==> src/rtl/seq_pkg.sv <==
package seq_pkg;
    // ---------------------------------------------------------------
    // Timing and widths
    // ---------------------------------------------------------------
    localparam int CLK_MHZ           = 250;
    localparam int OC_LATCH_US       = 50;
    localparam int OC_LATCH_CYCLES   = OC_LATCH_US * CLK_MHZ;
    localparam int SS_STEP_CYCLES    = 64;
    localparam int CONFIG_CYCLES     = 256;
    localparam int DAC_W             = 8;
    localparam int ADC_W             = 8;
    localparam int TEMP_SAMPLE_CYCLES = 1024;
    localparam int FREQ_SEL_W        = 4;
    localparam int FREQ_CODES        = 16;
    // ---------------------------------------------------------------
    // Registers
    // ---------------------------------------------------------------
    localparam logic [7:0] PLATFORM_MAX_CURRENT_OFS = 8'h21;
    localparam logic [7:0] OUTPUT_CURRENT_OFS       = 8'h15;
    localparam logic [7:0] TEMP_READING_OFS         = 8'h17;
    localparam logic [7:0] REG_RESET                = 8'h00;
    // Full-scale converter code equals 2.5 V
    localparam logic [7:0] ADC_FULL_SCALE           = 8'hff;
    // ---------------------------------------------------------------
    // Drive pin levels and sequencer states
    // ---------------------------------------------------------------
    typedef enum logic [1:0] {
        DRV_FLOAT = 2'h0,
        DRV_LOW   = 2'h1,
        DRV_HIGH  = 2'h2,
        DRV_MID   = 2'h3
    } drive_e;
    typedef enum logic [5:0] {
        ST_CONFIG  = 6'h01,
        ST_WAIT_EN = 6'h02,
        ST_MID     = 6'h04,
        ST_RAMP    = 6'h08,
        ST_RUN     = 6'h10,
        ST_FAULT   = 6'h20
    } seq_state_e;
endpackage

==> src/rtl/multiphase_startup_fault_sequencer.sv <==
`timescale 1ns/10ps
// How it works
// Core phase count from sense straps
// Aux phase off when its strap high
// Over-limit starts 50 us latch counter
// 150 percent load shuts down at once
// Shutdown holds until supply or enable cycles
// Counter clears if over-limit goes away
// Max current code one amp per step
// Max current captured when enabled
// Max current register read only afterward
// Output current digitised, full scale 2.5V
// Temperature input sampled periodically
// Frequency code read from phase 4 strap
// Equal phase spacing, aux between 1 and 2; code uses a half-period step for three phases and sets no aux position
// Feed-forward lockout only while enabled
// No startup while driver handshake low
// Soft start DAC counts up to target
// Outputs float during configuration
// Mid level then driver on asserted
// Phase leaves mid on first pulse
// Disable returns outputs to mid
// Overvoltage drops ready, ramps to zero
// Overvoltage: high sides off, low on
// Overvoltage latched until supply/enable cycles
module multiphase_startup_fault_sequencer
    import seq_pkg::*;
#(
    parameter int OC_CYCLES = seq_pkg::OC_LATCH_CYCLES
) (
    // Clock and reset
    input  wire logic                   core_clk,
    input  wire logic                   reset,
    // Supply and enable
    input  wire logic                   supply_ok,
    input  wire logic                   enable,
    input  wire logic                   input_feedforward_ok,
    // Straps
    input  wire logic                   phase2_sense_strap,
    input  wire logic                   phase3_sense_strap,
    input  wire logic                   phase4_sense_strap,
    input  wire logic                   aux_phase1_sense_strap,
    input  wire logic                   aux_phase2_sense_strap,
    input  wire logic [FREQ_SEL_W-1:0]  phase4_freq_strap,
    // Protection comparators
    input  wire logic                   over_limit,
    input  wire logic                   over_limit_150,
    input  wire logic                   over_voltage,
    // Converter samples
    input  wire logic [ADC_W-1:0]       max_current_program_input,
    input  wire logic [ADC_W-1:0]       output_current_sample,
    input  wire logic [ADC_W-1:0]       temperature_sense_input,
    input  wire logic [DAC_W-1:0]       target_code,
    // Per-phase PWM requests from modulators
    input  wire logic [3:0]             core_pwm_req,
    input  wire logic [1:0]             aux_pwm_req,
    // Driver handshake
    input  wire logic                   driver_on_handshake_in,
    output logic                        driver_on_handshake,
    // Phase drive outputs
    output drive_e                      phase1_drive_out,
    output drive_e                      phase2_drive_out,
    output drive_e                      phase3_drive_out,
    output drive_e                      phase4_drive_out,
    output drive_e                      aux_phase1_drive_out,
    output drive_e                      aux_phase2_drive_out,
    // Status
    output logic [2:0]                  core_phase_count,
    output logic [FREQ_SEL_W-1:0]       freq_select,
    output logic [1:0]                  core_ramp_step,
    output logic                        regulator_ready,
    output logic [DAC_W-1:0]            dac_code,
    output logic                        fault_latched,
    // Register read port
    input  wire logic [7:0]             reg_addr,
    output logic [7:0]                  reg_rdata
);
    import seq_pkg::*;

    seq_state_e              state_reg;
    logic [3:0]              core_en;
    logic [1:0]              aux_en;
    logic [31:0]             oc_cnt_reg;
    logic [15:0]             cfg_cnt_reg;
    logic [15:0]             step_cnt_reg;
    logic [15:0]             temp_cnt_reg;
    logic [7:0]              max_current_reg;
    logic [7:0]              iout_reg;
    logic [7:0]              temp_reg;
    logic                    captured_reg;
    logic                    enable_d_reg;
    logic                    supply_d_reg;
    logic [3:0]              core_fired_reg;
    logic [1:0]              aux_fired_reg;
    logic                    ov_reg;
    logic                    oc_trip;
    logic                    rearm;
    logic                    run_en;

    // ---------------------------------------------------------------
    // Phase straps
    // ---------------------------------------------------------------
    always_comb begin
        // Strap combinations outside the documented set keep all four, except phase 3 with phase 4 strapped, which gives three
        if (phase2_sense_strap && phase3_sense_strap && phase4_sense_strap) begin
            core_en = 4'h1;
        end else if (phase2_sense_strap && phase4_sense_strap) begin
            core_en = 4'h5;
        end else if (phase4_sense_strap) begin
            core_en = 4'h7;
        end else begin
            core_en = 4'hf;
        end
        aux_en = {~aux_phase2_sense_strap, ~aux_phase1_sense_strap};
    end

    always_ff @(posedge core_clk) begin
        if (reset) begin
            core_phase_count <= 3'h0;
            freq_select      <= '0;
        end else if (state_reg == ST_CONFIG) begin
            core_phase_count <= 3'(core_en[0] + core_en[1] + core_en[2] + core_en[3]);
            freq_select      <= phase4_freq_strap;
        end
    end

    // Core ramps at quarter-period offsets with four phases, half-period otherwise
    assign core_ramp_step = (core_phase_count == 3'h4) ? 2'h1 : 2'h2;

    // ---------------------------------------------------------------
    // Enable / supply edges
    // ---------------------------------------------------------------
    always_ff @(posedge core_clk) begin
        if (reset) begin
            enable_d_reg <= 1'b0;
            supply_d_reg <= 1'b0;
        end else begin
            enable_d_reg <= enable;
            supply_d_reg <= supply_ok;
        end
    end
    assign rearm = (enable && !enable_d_reg) || (supply_ok && !supply_d_reg);
    assign run_en = enable && supply_ok && (input_feedforward_ok || !enable);

    // ---------------------------------------------------------------
    // Over-current latch-off counter
    // ---------------------------------------------------------------
    always_ff @(posedge core_clk) begin
        if (reset || !over_limit || state_reg == ST_FAULT) begin
            oc_cnt_reg <= '0;
        end else if (oc_cnt_reg < 32'(OC_CYCLES)) begin
            oc_cnt_reg <= oc_cnt_reg + 32'h1;
        end
    end
    assign oc_trip = over_limit_150 || (over_limit && oc_cnt_reg >= 32'(OC_CYCLES) - 32'h1);

    // ---------------------------------------------------------------
    // Sequencer
    // ---------------------------------------------------------------
    always_ff @(posedge core_clk) begin
        if (reset) begin
            state_reg   <= ST_CONFIG;
            cfg_cnt_reg <= '0;
            ov_reg      <= 1'b0;
        end else begin
            case (state_reg)
                ST_CONFIG: begin
                    cfg_cnt_reg <= cfg_cnt_reg + 16'h1;
                    if (cfg_cnt_reg == 16'(CONFIG_CYCLES - 1)) begin
                        state_reg <= ST_WAIT_EN;
                    end
                end
                ST_WAIT_EN: begin
                    if (run_en) begin
                        state_reg <= ST_MID;
                    end
                end
                ST_MID: begin
                    if (!run_en) begin
                        state_reg <= ST_WAIT_EN;
                    end else if (driver_on_handshake_in) begin
                        state_reg <= ST_RAMP;
                    end
                end
                ST_RAMP, ST_RUN: begin
                    if (over_voltage || oc_trip) begin
                        state_reg <= ST_FAULT;
                        ov_reg    <= over_voltage;
                    end else if (!run_en || !driver_on_handshake_in) begin
                        state_reg <= ST_WAIT_EN;
                    end else if (state_reg == ST_RAMP && dac_code == target_code) begin
                        state_reg <= ST_RUN;
                    end
                end
                ST_FAULT: begin
                    if (rearm) begin
                        state_reg <= ST_WAIT_EN;
                        ov_reg    <= 1'b0;
                    end
                end
                default: state_reg <= ST_CONFIG;
            endcase
        end
    end
    assign fault_latched       = (state_reg == ST_FAULT);
    assign driver_on_handshake = (state_reg == ST_RAMP) || (state_reg == ST_RUN)
                                 || (fault_latched && ov_reg);
    assign regulator_ready     = (state_reg == ST_RUN);

    // ---------------------------------------------------------------
    // Soft-start DAC
    // ---------------------------------------------------------------
    always_ff @(posedge core_clk) begin
        if (reset) begin
            dac_code     <= '0;
            step_cnt_reg <= '0;
        end else if (state_reg == ST_RAMP || (fault_latched && ov_reg)) begin
            step_cnt_reg <= (step_cnt_reg == 16'(SS_STEP_CYCLES - 1)) ? 16'h0 : step_cnt_reg + 16'h1;
            if (step_cnt_reg == 16'(SS_STEP_CYCLES - 1)) begin
                if (fault_latched) begin
                    dac_code <= (dac_code != '0) ? dac_code - 8'h1 : dac_code;
                end else if (dac_code < target_code) begin
                    dac_code <= dac_code + 8'h1;
                end
            end
        end else if (state_reg != ST_RUN) begin
            dac_code     <= '0;
            step_cnt_reg <= '0;
        end
    end

    // ---------------------------------------------------------------
    // Drive outputs
    // ---------------------------------------------------------------
    always_ff @(posedge core_clk) begin
        if (reset || !(state_reg == ST_RAMP || state_reg == ST_RUN)) begin
            core_fired_reg <= '0;
            aux_fired_reg  <= '0;
        end else begin
            core_fired_reg <= core_fired_reg | (core_pwm_req & core_en);
            aux_fired_reg  <= aux_fired_reg | (aux_pwm_req & aux_en);
        end
    end

    function automatic drive_e drive_level(input logic en, input logic fired, input logic req);
        drive_e lvl;
        lvl = DRV_MID;
        if (!en || state_reg == ST_CONFIG) begin
            lvl = DRV_FLOAT;
        end else if (state_reg == ST_FAULT) begin
            lvl = ov_reg ? DRV_LOW : DRV_FLOAT;
        end else if (state_reg == ST_WAIT_EN) begin
            lvl = supply_ok ? DRV_MID : DRV_FLOAT;
        end else if (fired || req) begin
            lvl = req ? DRV_HIGH : DRV_LOW;
        end
        return lvl;
    endfunction

    always_ff @(posedge core_clk) begin
        if (reset) begin
            phase1_drive_out     <= DRV_FLOAT;
            phase2_drive_out     <= DRV_FLOAT;
            phase3_drive_out     <= DRV_FLOAT;
            phase4_drive_out     <= DRV_FLOAT;
            aux_phase1_drive_out <= DRV_FLOAT;
            aux_phase2_drive_out <= DRV_FLOAT;
        end else begin
            phase1_drive_out     <= drive_level(core_en[0], core_fired_reg[0], core_pwm_req[0]);
            phase2_drive_out     <= drive_level(core_en[1], core_fired_reg[1], core_pwm_req[1]);
            phase3_drive_out     <= drive_level(core_en[2], core_fired_reg[2], core_pwm_req[2]);
            phase4_drive_out     <= drive_level(core_en[3], core_fired_reg[3], core_pwm_req[3]);
            aux_phase1_drive_out <= drive_level(aux_en[0], aux_fired_reg[0], aux_pwm_req[0]);
            aux_phase2_drive_out <= drive_level(aux_en[1], aux_fired_reg[1], aux_pwm_req[1]);
        end
    end

    // ---------------------------------------------------------------
    // Converter captures and register reads
    // ---------------------------------------------------------------
    always_ff @(posedge core_clk) begin
        if (reset) begin
            max_current_reg <= REG_RESET;
            captured_reg    <= 1'b0;
        end else if (!captured_reg && enable && state_reg != ST_CONFIG) begin
            // Code is volts scaled so 2.5 V gives 255, i.e. 1 A per step
            max_current_reg <= max_current_program_input;
            captured_reg    <= 1'b1;
        end
    end

    always_ff @(posedge core_clk) begin
        if (reset) begin
            iout_reg     <= REG_RESET;
            temp_reg     <= REG_RESET;
            temp_cnt_reg <= '0;
        end else begin
            // Clamp: anything above 2.5 V reads as full current
            iout_reg <= (output_current_sample > ADC_FULL_SCALE) ? ADC_FULL_SCALE
                                                                 : output_current_sample;
            temp_cnt_reg <= (temp_cnt_reg == 16'(TEMP_SAMPLE_CYCLES - 1)) ? 16'h0 : temp_cnt_reg + 16'h1;
            if (temp_cnt_reg == 16'(TEMP_SAMPLE_CYCLES - 1)) begin
                temp_reg <= temperature_sense_input;
            end
        end
    end

    always_comb begin
        // No write path exists; the max-current register cannot be changed
        if (reg_addr == PLATFORM_MAX_CURRENT_OFS) begin
            reg_rdata = max_current_reg;
        end else if (reg_addr == OUTPUT_CURRENT_OFS) begin
            reg_rdata = iout_reg;
        end else if (reg_addr == TEMP_READING_OFS) begin
            reg_rdata = temp_reg;
        end else begin
            reg_rdata = 8'h00;
        end
    end
endmodule

==> config.mk <==
export PLATFORM = sky130hd
export DESIGN_NAME = multiphase_startup_fault_sequencer
export DESIGN_NICKNAME = d
export VERILOG_FILES = /design/src/rtl/seq_pkg.sv /design/src/rtl/multiphase_startup_fault_sequencer.sv
export SDC_FILE = /design/constraint.sdc
export NUM_CORES = 1
export LEC_CHECK = 0
export BUFFER_PORTS_ARGS = -buffer_cell sky130_fd_sc_hd__buf_2
export CAP_MARGIN = 25
export CORE_MARGIN = 8
export CORE_UTILIZATION = 28
export CTS_BUF_LIST = sky130_fd_sc_hd__clkbuf_8
export CTS_CLUSTER_SIZE = 12
export DETAILED_ROUTE_END_ITERATION = 8
export GPL_ROUTABILITY_DRIVEN = 0
export GPL_TIMING_DRIVEN = 0
export SKIP_LAST_GASP = 1
export SYNTH_ARGS = -nofsm -noshare
export SYNTH_HDL_FRONTEND = slang
export SYNTH_SLANG_ARGS = --single-unit
==> constraint.sdc <==
create_clock -name core_clk -period 2.9 [get_ports core_clk]
set_input_delay 0.145 -clock core_clk [delete_from_list [all_inputs] [get_ports core_clk]]
set_output_delay 0.145 -clock core_clk [all_outputs]
set_load 0.05 [all_outputs]
==> reports/metrics.csv <==
metric;value;unit
Die Y;169;um
share of the synthesized area in the top cell type;0.448;
Critical Path AT;3.07;ns
Clock Sinks;147;
via count;5794;
GRT overflow;0;
Mean Syn Cell Area;8.63;sq um
Syn Inst Count;762;
R2R setup slack;0.17;ns
syn_nets;845;
Die ar.;28600;sq um
Max-Cap Viols;0;
Startpoint Class;flip-flop;
post-layout min period;2.73;ns
actual slew at the worst max-slew pin;0.867;ns
Max Transition Viols Final;0;
worst-skew pair later-pin latency;0.45;ns
WL per Instance;13.8;um
Distinct cells, synth;58;
CP most frequent cell;and3_1;
top cells by area, synth;dfxtp_1, nor2_1, a21oi_1;
dpl hpwl;12500;um
gr busiest metal;met2;
CTS tree;done;
GRT Total Usage;0.122;
initial drt markers;264;
share of layout cells above drive strength 1;0.166;
Worst Path Required;3.24;ns
clock-pin slew on the worst setup and hold paths;0.08;ns
row count;56;
HP Class;input pin to flip-flop;
Clock Skews;0.0111;ns
GR Util met2;0.189;
Vias per Instance;4.60;
Core Util, Final;0.358;
Final ANT Viol Nets;0;
Largest stage delay, worst path;0.31;ns
M1 GR Usage;0.160;
dpl cells;1182;
Seq cells post-synth;147;
clk buf depth;2;
Fmax;366;MHz
Final #Nets;1009;
first-pass GRT wire length;28100;um
Die W;169;um
CP bufs+invs;2;
Mapped Area;6570;sq um
max reg flops;32;
hold_ws;0.0347;ns
PortBufs;100;
Initial Utilization;0.283;
Post-Route WL;17300;um
outcome;completed;
async set-reset flop share out of synthesis;0;
Tcrit/Tclk final;0.941;
Synth area leader;dfxtp_1;
GR Util met3;0.0358;
dominant synthesized flop cell;dfxtp_1;
leakage power;3.49;nW
Fin. Hold Viols;0;
CTS root buf;clkbuf_8;
critical path class;flip-flop to flip-flop;
vias in the first global route;5537;
pwr/cell area;500;nW/um^2
# setup viols final;0;
Layout fillers;2479;
Worst IR Drop VDD;0.218;mV
worst-path maximum fanout;14;
Cell Count, Final, Fillers Out;1260;
relative slew slack;0.420;
Layout area overhead;26.5;%
EDFF count, synth;0;
H-tree depth;4;
TritonCTS buffer count;17;
first-pass detailed-route iteration total;6;
YS warnings;0;
sequential-to-total area share from yosys stat;0.448;
# DRC;0;
core area;23300;sq um
crit path capture type;flip-flop;
Worst path slowest cell;nor3_1;
antenna violations before repair;0;
setup TNS;0;ns
Crit path max-delay family;simple AND/OR/NAND/NOR gates;
largest net degree at the start of global routing;17;
IO Pins;104;
Critical Path, Cell by Cell;buf_2 > nor3_1 > nand3_2 > inv_6 > ha_1 > and3_1 > a21oi_1 > a31oi_1 > xnor2_1 > and3_1 > a211o_1;
==> cell usage in the layout, fill, tap and decap left out, types with 3 or more instances in the layout <==
master         count
inv_1             27
a31oi_1            5
nor2_1           110
ha_1              18
nor3b_1            5
nand3b_1           5
clkbuf_8          19
nand3_1           32
or2_2              4
nor3_1            19
xnor2_1           18
mux2i_1           26
inv_6              4
nor2b_1           11
and2_1            19
nand4_1            8
o21ai_0           28
and3_1            23
clkinvlp_4         3
a21o_1            12
buf_2            106
nor4_1            16
xor2_1            26
a22oi_1            4
dlygate4sd3_1     40
nand2b_1           4
a21oi_1           52
buf_4              4
clkinv_2           4
a22o_1             6
a311oi_1           9
clkbuf_1          22
or3_1              8
dfxtp_1          147
nand2_1           58
==> layer usage <==
metal	vias up	wire length [um]
li1	3002	-
met2	105	7530
met3	13	999
met4	0	211
met1	2674	8580
met5	-	0
==> worst min-delay path: stages <==
cell and delay (ns):
buf_2 0.11, nand2_1 0.05, nand3_1 0.07, a21oi_1 0.06
==> power by group <==
part / leakage [nW] / total (mW) / internal (mW) / switching [mW]
clock network: 0.200 / 1.61 / 0.808 / 0.802
registers: 1.19 / 2.10 / 2.07 / 0.0319
logic: 2.10 / 0.441 / 0.165 / 0.275
total: 3.49 / 4.15 / 3.05 / 1.11
==> synth_stat cells (19+ instances only) <==
cell,count
a21oi_1,52
and2_1,19
dfxtp_1,147
nand2_1,58
inv_1,26
o21ai_0,28
nor2_1,110
clkbuf_1,22
and3_1,23
nor3_1,19
nand3_1,33
xor2_1,26
mux2i_1,26
==> worst paths after layout <==
path                            from                  end  cells past startpoint
hold / removal    phase2_sense_strap  core_phase_count[1]                      4
hold reg to reg    core_fired_reg[0]  phase1_drive_out[1]                      1
setup / recovery        state_reg[1]          dac_code[7]                     11
setup reg to reg        state_reg[1]          dac_code[7]                     11
==> through the flow <==
stage               cell area, sq um  total power [mW]  setup slack [ns]
floorplan                       6570              2.41             0.262
finish                          8320              4.15             0.170
detailed placement              7480              2.55            0.0301
CTS                             8270              4.21            0.0135
global placement                7470              2.55            0.0396
global route                    8310              4.34          -0.00288
==> logic make-up (layout without fill, tap and decap cells) <==
kind of cell / count (synthesis) / after routing / share of synthesized area
buffers and inverters: 56 / 233 / 0.0341
DFF: 147 / 147 / 0.448
muxes: 27 / 27 / 0.0413
AOI/OAI and AO/OA: 133 / 133 / 0.125
adders and majority gates: 19 / 19 / 0.0373
other: 0 / 2 / 0
xor gates and xnor gates: 44 / 44 / 0.0586
and+or+nand+nor: 336 / 336 / 0.256
==> area by class of cell <==
type	count	area, sq um	share of cell area
flip-flops and latches	147	2940	0.354
well taps	319	399	0.0480
clock buffers	19	262	0.0314
repair buffers	145	936	0.113
multi-input cells	559	3410	0.410
clock inverters	13	133	0.0159
plain buffers	29	123	0.0147
diodes	2	5.00	0.000602
inverters	27	106	0.0128
==> repair_timing <==
item,4_1_cts,5_1_grt
setup endpoints to repair,0,2
endpoints found under the hold margin,48,0
buffers inserted,0,4
gates resized for setup,0,3
hold buffers,40,0
Note: power is estimated with default switching activity, not from simulation.
